[src/hdl/rtctod_defs.svh]
`ifndef RTCTOD_DEFS_SVH
`define RTCTOD_DEFS_SVH

// ****************************************
// register offsets
// ****************************************
`define RTCTOD_OFS_CAL   8'h08
`define RTCTOD_OFS_WDAY  8'h0C
`define RTCTOD_OFS_HOUR  8'h0B
`define RTCTOD_OFS_MIN   8'h0A
`define RTCTOD_OFS_SEC   8'h09

// ****************************************
// field positions and limits
// ****************************************
`define RTCTOD_CAL_STOP_BIT  7
`define RTCTOD_CAL_SIGN_BIT  5
`define RTCTOD_WDAY_MIN      3'h1
`define RTCTOD_WDAY_MAX      3'h7
`define RTCTOD_UNITS_MAX     4'h9
`define RTCTOD_TENS6_MAX     3'h5
`define RTCTOD_HTENS_MAX     2'h2
`define RTCTOD_HUNITS_LAST   4'h3
`define RTCTOD_ZERO4         4'h0
`define RTCTOD_ZERO3         3'h0
`define RTCTOD_ZERO2         2'h0
`define RTCTOD_RST_BYTE      8'h00
`define RTCTOD_WDAY_RST      3'h1
`endif

[src/hdl/rtctod_pkg.sv]
package rtctod_pkg;
  typedef logic [7:0] rtctod_byte_t;
  typedef logic [7:0] rtctod_addr_t;
  // one-hot phase type; nothing in the register write path uses it
  typedef enum logic [1:0] {
    RTCTOD_IDLE = 2'b01,
    RTCTOD_HOLD = 2'b10
  } rtctod_phase_t;
endpackage

[src/hdl/rtctod_tick_if.sv]
`timescale 1ns/1ps
// tick path between the divider and the counters
interface rtctod_tick_if;
  logic run;
  logic sign;
  logic [7:0] trim;
  logic tick;
  modport gen (input run, input sign, input trim, output tick);
  modport use_side (output run, output sign, output trim, input tick);
endinterface

[src/hdl/rtctod.sv]
`timescale 1ns/1ps
`include "rtctod_defs.svh"
module rtctod #(
  parameter int unsigned TICK_DIV = 125000000
) (
  input  wire logic                   clk,
  input  wire logic                   arst_n,
  input  wire rtctod_pkg::rtctod_addr_t addr,
  input  wire rtctod_pkg::rtctod_byte_t wdata,
  input  wire logic                   wr_en,
  input  wire logic                   rd_en,
  input  wire logic [7:0]             cal_trim,
  output logic [7:0]                  rdata,
  output logic                        sec_tick
);
  import rtctod_pkg::*;

  rtctod_tick_if tk ();

  logic       stop_reg;
  logic       sign_reg;
  logic [3:0] sec_u_reg;
  logic [2:0] sec_t_reg;
  logic [3:0] min_u_reg;
  logic [2:0] min_t_reg;
  logic [3:0] hr_u_reg;
  logic [1:0] hr_t_reg;
  logic [2:0] wday_reg;
  logic       sec_wrap;
  logic       min_wrap;
  logic       hr_wrap;
  logic       tick;
  logic       wr_sec;
  logic       wr_min;
  logic       wr_hr;
  logic       wr_wday;
  logic [7:0] rdata_next;

  // ****************************************
  // time base
  // ****************************************
  assign tk.run  = !stop_reg;
  assign tk.sign = sign_reg;
  assign tk.trim = cal_trim;
  assign tick    = tk.tick;
  assign sec_tick = tick;

  rtctod_tick #(
    .TICK_DIV (TICK_DIV)
  ) u_tick (
    .clk    (clk),
    .arst_n (arst_n),
    .tk     (tk.gen)
  );

  // write decodes
  assign wr_sec  = wr_en && (addr == `RTCTOD_OFS_SEC);
  assign wr_min  = wr_en && (addr == `RTCTOD_OFS_MIN);
  assign wr_hr   = wr_en && (addr == `RTCTOD_OFS_HOUR);
  assign wr_wday = wr_en && (addr == `RTCTOD_OFS_WDAY);

  // carry terms, chained from seconds upward
  assign sec_wrap = tick && (sec_t_reg == `RTCTOD_TENS6_MAX)
                    && (sec_u_reg == `RTCTOD_UNITS_MAX);
  assign min_wrap = sec_wrap && (min_t_reg == `RTCTOD_TENS6_MAX)
                    && (min_u_reg == `RTCTOD_UNITS_MAX);
  assign hr_wrap  = min_wrap && (hr_t_reg == `RTCTOD_HTENS_MAX)
                    && (hr_u_reg == `RTCTOD_HUNITS_LAST);

  // ****************************************
  // calibration and control
  // ****************************************
  // reset leaves the clock running, add trim
  always_ff @(posedge clk or negedge arst_n) begin
    if (!arst_n) begin
      stop_reg <= 1'b0;
      sign_reg <= 1'b0;
    end else if (wr_en && (addr == `RTCTOD_OFS_CAL)) begin
      stop_reg <= wdata[`RTCTOD_CAL_STOP_BIT];
      sign_reg <= wdata[`RTCTOD_CAL_SIGN_BIT];
    end
  end

  // ****************************************
  // seconds
  // ****************************************
  // a software write wins over a tick in the same cycle
  always_ff @(posedge clk or negedge arst_n) begin
    if (!arst_n) begin
      sec_u_reg <= `RTCTOD_ZERO4;
      sec_t_reg <= `RTCTOD_ZERO3;
    end else if (wr_sec) begin
      sec_u_reg <= wdata[3:0];
      sec_t_reg <= wdata[6:4];
    end else if (tick) begin
      if (sec_u_reg == `RTCTOD_UNITS_MAX) begin
        sec_u_reg <= `RTCTOD_ZERO4;
        sec_t_reg <= (sec_t_reg == `RTCTOD_TENS6_MAX) ? `RTCTOD_ZERO3 : sec_t_reg + 3'd1;
      end else begin
        sec_u_reg <= sec_u_reg + 4'd1;
      end
    end
  end

  // ****************************************
  // minutes
  // ****************************************
  always_ff @(posedge clk or negedge arst_n) begin
    if (!arst_n) begin
      min_u_reg <= `RTCTOD_ZERO4;
      min_t_reg <= `RTCTOD_ZERO3;
    end else if (wr_min) begin
      min_u_reg <= wdata[3:0];
      min_t_reg <= wdata[6:4];
    end else if (sec_wrap) begin
      if (min_u_reg == `RTCTOD_UNITS_MAX) begin
        min_u_reg <= `RTCTOD_ZERO4;
        min_t_reg <= (min_t_reg == `RTCTOD_TENS6_MAX) ? `RTCTOD_ZERO3 : min_t_reg + 3'd1;
      end else begin
        min_u_reg <= min_u_reg + 4'd1;
      end
    end
  end

  // ****************************************
  // hours, 24-hour BCD
  // ****************************************
  // 23 rolls to 00; 09 and 19 roll units into tens
  always_ff @(posedge clk or negedge arst_n) begin
    if (!arst_n) begin
      hr_u_reg <= `RTCTOD_ZERO4;
      hr_t_reg <= `RTCTOD_ZERO2;
    end else if (wr_hr) begin
      hr_u_reg <= wdata[3:0];
      hr_t_reg <= wdata[5:4];
    end else if (min_wrap) begin
      if (hr_wrap) begin
        hr_u_reg <= `RTCTOD_ZERO4;
        hr_t_reg <= `RTCTOD_ZERO2;
      end else if (hr_u_reg == `RTCTOD_UNITS_MAX) begin
        hr_u_reg <= `RTCTOD_ZERO4;
        hr_t_reg <= hr_t_reg + 2'd1;
      end else begin
        hr_u_reg <= hr_u_reg + 4'd1;
      end
    end
  end

  // ****************************************
  // weekday ring
  // ****************************************
  // free-standing ring; no date logic looks at it
  always_ff @(posedge clk or negedge arst_n) begin
    if (!arst_n) begin
      wday_reg <= `RTCTOD_WDAY_RST;
    end else if (wr_wday) begin
      wday_reg <= wdata[2:0];
    end else if (hr_wrap) begin
      if (wday_reg >= `RTCTOD_WDAY_MAX || wday_reg == `RTCTOD_ZERO3) begin
        wday_reg <= `RTCTOD_WDAY_MIN;
      end else begin
        wday_reg <= wday_reg + 3'd1;
      end
    end
  end

  // ****************************************
  // read path
  // ****************************************
  // unmapped addresses and unused bits read zero
  always_comb begin
    rdata_next = `RTCTOD_RST_BYTE;
    unique case (addr)
      `RTCTOD_OFS_CAL: begin
        rdata_next[`RTCTOD_CAL_STOP_BIT] = stop_reg;
        rdata_next[`RTCTOD_CAL_SIGN_BIT] = sign_reg;
      end
      `RTCTOD_OFS_WDAY: rdata_next = {5'h00, wday_reg};
      `RTCTOD_OFS_HOUR: rdata_next = {2'h0, hr_t_reg, hr_u_reg};
      `RTCTOD_OFS_MIN:  rdata_next = {1'h0, min_t_reg, min_u_reg};
      `RTCTOD_OFS_SEC:  rdata_next = {1'h0, sec_t_reg, sec_u_reg};
      default:          rdata_next = `RTCTOD_RST_BYTE;
    endcase
  end

  // data stands only in the cycle after the read strobe
  always_ff @(posedge clk or negedge arst_n) begin
    if (!arst_n) begin
      rdata <= `RTCTOD_RST_BYTE;
    end else if (rd_en) begin
      rdata <= rdata_next;
    end else begin
      rdata <= `RTCTOD_RST_BYTE;
    end
  end
endmodule

[src/hdl/rtctod_tick.sv]
`timescale 1ns/1ps
`include "rtctod_defs.svh"
module rtctod_tick #(
  parameter int unsigned TICK_DIV = 125000000
) (
  input  wire logic         clk,
  input  wire logic         arst_n,
  rtctod_tick_if.gen        tk
);
  import rtctod_pkg::*;

  // trim can take up to 255 cycles off, so the period must stay well above that
  if (TICK_DIV < 512) begin : g_bad_div
    $error("TICK_DIV must leave room for trim");
  end

  logic [31:0] cnt_reg;
  logic [31:0] limit;

  // ****************************************
  // one-second enable with signed trim
  // ****************************************
  // trim lengthens or shortens the period; a plus sign speeds the clock up
  always_comb begin
    if (tk.sign) begin
      limit = TICK_DIV - 32'(tk.trim) - 32'd1;
    end else begin
      limit = TICK_DIV + 32'(tk.trim) - 32'd1;
    end
  end

  // counter freezes while stopped so a restart resumes the partial second
  always_ff @(posedge clk or negedge arst_n) begin
    if (!arst_n) begin
      cnt_reg <= 32'h0;
    end else if (tk.run) begin
      if (cnt_reg >= limit) begin
        cnt_reg <= 32'h0;
      end else begin
        cnt_reg <= cnt_reg + 32'd1;
      end
    end
  end

  assign tk.tick = tk.run && (cnt_reg >= limit);
endmodule

[config.mk]
export PLATFORM = sky130hd
export DESIGN_NAME = rtctod
export DESIGN_NICKNAME = d
export VERILOG_FILES = /design/src/hdl/rtctod_pkg.sv /design/src/hdl/rtctod_tick_if.sv /design/src/hdl/rtctod.sv /design/src/hdl/rtctod_tick.sv
export VERILOG_INCLUDE_DIRS = /design/src /design/src/hdl
export SDC_FILE = /design/constraint.sdc
export NUM_CORES = 1
export LEC_CHECK = 0
export BUFFER_PORTS_ARGS = -buffer_cell sky130_fd_sc_hd__buf_2
export CORE_ASPECT_RATIO = 1.1
export CORE_MARGIN = 5
export CORE_UTILIZATION = 35
export CTS_CLUSTER_DIAMETER = 60
export DETAILED_ROUTE_END_ITERATION = 12
export PLACE_DENSITY = 0.57
export SKIP_CTS_REPAIR_TIMING = 1
export SLEW_MARGIN = 20
export SYNTH_ARGS = -nofsm -noshare
export SYNTH_HDL_FRONTEND = slang
export SYNTH_HIERARCHICAL = 1
export SYNTH_SLANG_ARGS = --single-unit
[constraint.sdc]
create_clock -name clk -period 8.5 [get_ports clk]
set_input_delay 0.85 -clock clk [delete_from_list [all_inputs] [get_ports clk]]
set_output_delay 0.85 -clock clk [all_outputs]
set_load 0.02 [all_outputs]
==> flow_summary.ini <==
[timing]
max_slew_margin = 0.4168
rsz0062_at_grt = false
period_needed_ns = 5.948
final.setup.tns_ns = 0
finalHoldViolCount = 0
slew_violations = 0
period_share = 0.6998
hold_slack_ns = 0.5274
finalSetupViolCount = 0
finClkSkew_ns = 0.004504
tightest_slew_ns = 0.8748
max_freq_mhz = 168.1

[yosys]
async_reset_ff_frac = 1.000
syn_nets = 541
ys_seq_area_frac = 0.3517
avgSynthCellArea_um2 = 9.407
synth_edf_count = 0
synth_ff_type = dfrtp_1
ys_ff_latch = 65
mappedNetlistArea_um2 = 4628
yosysUniqueCellTypes = 68
ys_warn_count = 6
synthCells = 492

[placement]
dpl.hpwl_um = 7693
portBuffers = 36
place_congestion = 0.8645

[grt]
grt_antenna_before_repair = 0
grt_max_degree = 66
grt_overflow = 0
track_usage = 0.1416
grt_pass1_wl_um = 17700
grt_pass1_vias = 3654

[critical_path]
arrival_ns = 5.10
startpoint_type = input port
critPathKind = input port to primary output
endpoint_kind = primary output
worstPathMaxFanout = 34
required_ns = 7.65

[floorplan]
core_area_um2 = 13100
start_util = 0.3532
die-area_um2 = 15630
fp.dieH_um = 130.6
io_pins = 37
row_count = 44
die_x_um = 119.6

[detailed_routing]
drtPass1Iterations = 5
drt_iter0_drc = 112
drcViolationCount = 0
num_vias = 3621
vias_per_cell = 5.271
wl_per_cell_um = 15.10
ant_nets = 0
wl_um = 10370

[final_layout]
largest_reg_flops = 32
drive_above_1_share = 0.1996
area_growth_pct = 11.76
fin_nets = 570
diodes = 0

[clock_tree]
cts_made_buffers = 9
htreeDepth = 3
clk_pin_slew_worst_paths_ns = 0.05
clock_sinks = 65
clock_path_buffers = 2
cts_root_buf = clkbuf_16
cts_tree = done
clock_latency_ns = 0.34

[power_and_ir_drop]
leakagePower_nw = 2.251
pwr_density_cell_nw_per_um2 = 175.3
ir_drop_mv = 0.08986

[hold_path]
hp-class = flip-flop to flip-flop

[run]
maxCapViolCount = 0

[status]
status = complete, no violations
-- logic make-up after synthesis --
kind of cell / share of synthesized area
simple gates: 0.2974
fa+ha+maj: 0.05677
compound gates: 0.1146
other cells: 0.001623
mux: 0.04650
xor+xnor: 0.08516
flops: 0.3517
buf+inv: 0.04623
-- layer usage --
metal  GRT usage  routed length, um
met4     0.05323                210
met5           0                  0
met3     0.03186                421
met2      0.2576               5390
met1      0.1639               4353
-- power by group --
| group | switching (mW) | total (mW) | leakage (nW) | internal, mW |
|---|---|---|---|---|
| combinational | 0.0890 | 0.165 | 1.24 | 0.0762 |
| clock | 0.131 | 0.365 | 0.144 | 0.234 |
| sequential | 0.0390 | 0.376 | 0.863 | 0.337 |
-- cells in the mapped netlist (all sizes together), types with 3 or more instances --
cell type | instances | area, um^2
buf | 8 | 97.59
nand4 | 10 | 62.56
a22oi | 6 | 45.04
nand4b | 3 | 26.28
nand2 | 37 | 146.4
nor3 | 11 | 60.06
nand2b | 4 | 25.02
o21ai | 11 | 55.05
o22ai | 3 | 18.77
nor4 | 4 | 25.02
nor2 | 77 | 516.8
inv | 19 | 71.32
ha | 21 | 262.8
xnor2 | 21 | 183.9
a21oi | 28 | 140.1
nor4bb | 3 | 30.03
nand3 | 23 | 115.1
nand3b | 3 | 22.52
nor2b | 10 | 62.56
dfrtp | 64 | 1602
and4 | 7 | 61.31
mux2i | 8 | 80.08
or4 | 3 | 30.03
a31oi | 12 | 90.09
or2 | 4 | 25.03
o31a | 3 | 26.28
or3 | 5 | 36.28
mux2 | 10 | 112.6
and3 | 7 | 43.79
and2 | 4 | 27.53
xor2 | 24 | 210.2
clkbuf | 12 | 45.04
-- cell type report --
type / instances / area [um^2]
Multi-Input combinational cell: 388 / 2786
Inverter: 19 / 71.32
Clock inverter: 3 / 40.04
Sequential cell: 65 / 1628
Fill cell: 1320 / 7930
Tap cell: 161 / 201.4
Clock buffer: 13 / 250.2
Timing Repair Buffer: 38 / 195.2
-- worst paths after layout --
path	to	startpoint	slack, ns	cells after the start
worst max-delay path	sec_tick	cal_trim[0]	2.55	17
worst min-delay path	stop_reg	stop_reg	0.53	1
worst max register to register	min_u_reg[3]	sign_reg	4.63	15
worst min register to register	stop_reg	stop_reg	0.53	1
max in group asynchronous	hr_u_reg[0]	arst_n	7.24	2
min in group asynchronous	u_tick/cnt_reg[9]	arst_n	0.70	2
-- through the flow --
step,util,area (um^2),setup slack [ns],cells,power (mW)
5_1_grt,0.3948,5172,2.319,687,0.9626
2_1_floorplan,-,4628,3.325,492,0.4983
4_1_cts,0.3948,5172,2.569,687,0.9219
6_report,0.3948,5172,2.552,687,0.9066
3_3_place_gp,0.3726,4882,2.722,671,0.5422
3_5_place_dp,0.3726,4882,2.598,671,0.5487
-- cells in the final DEF, fill, tap and decap left out, types with 6 or more instances in the layout --
| master | n |
|---|---|
| a22oi_1 | 6 |
| mux2i_1 | 8 |
| clkbuf_16 | 9 |
| mux2_2 | 9 |
| nand4_1 | 10 |
| nor2_4 | 30 |
| xor2_1 | 24 |
| buf_2 | 36 |
| ha_1 | 21 |
| inv_1 | 19 |
| xnor2_1 | 21 |
| nor3_1 | 10 |
| nor2b_1 | 10 |
| and3_1 | 7 |
| nand3_1 | 23 |
| nor2_1 | 46 |
| and4_1 | 7 |
| a31oi_1 | 11 |
| dfrtp_1 | 64 |
| a21oi_1 | 28 |
| nand2_1 | 36 |
| o21ai_0 | 11 |
-- critical path, stage by stage --
cell and delay, ns:
buf_2 0.15, inv_1 0.11, ha_1 0.39, nor3b_1 0.33, nor2_1 0.11, or2_2 0.32, and3_1 0.18, a2111oi_0 0.39
nor2_1 0.10, ha_1 0.28, and4_1 0.19, nand2_1 0.08, o2111ai_1 0.24, o31a_1 0.22, and2_4 0.16, buf_4 0.67
buf_2 0.30
No activity file was read; power rests on OpenSTA's default activity.
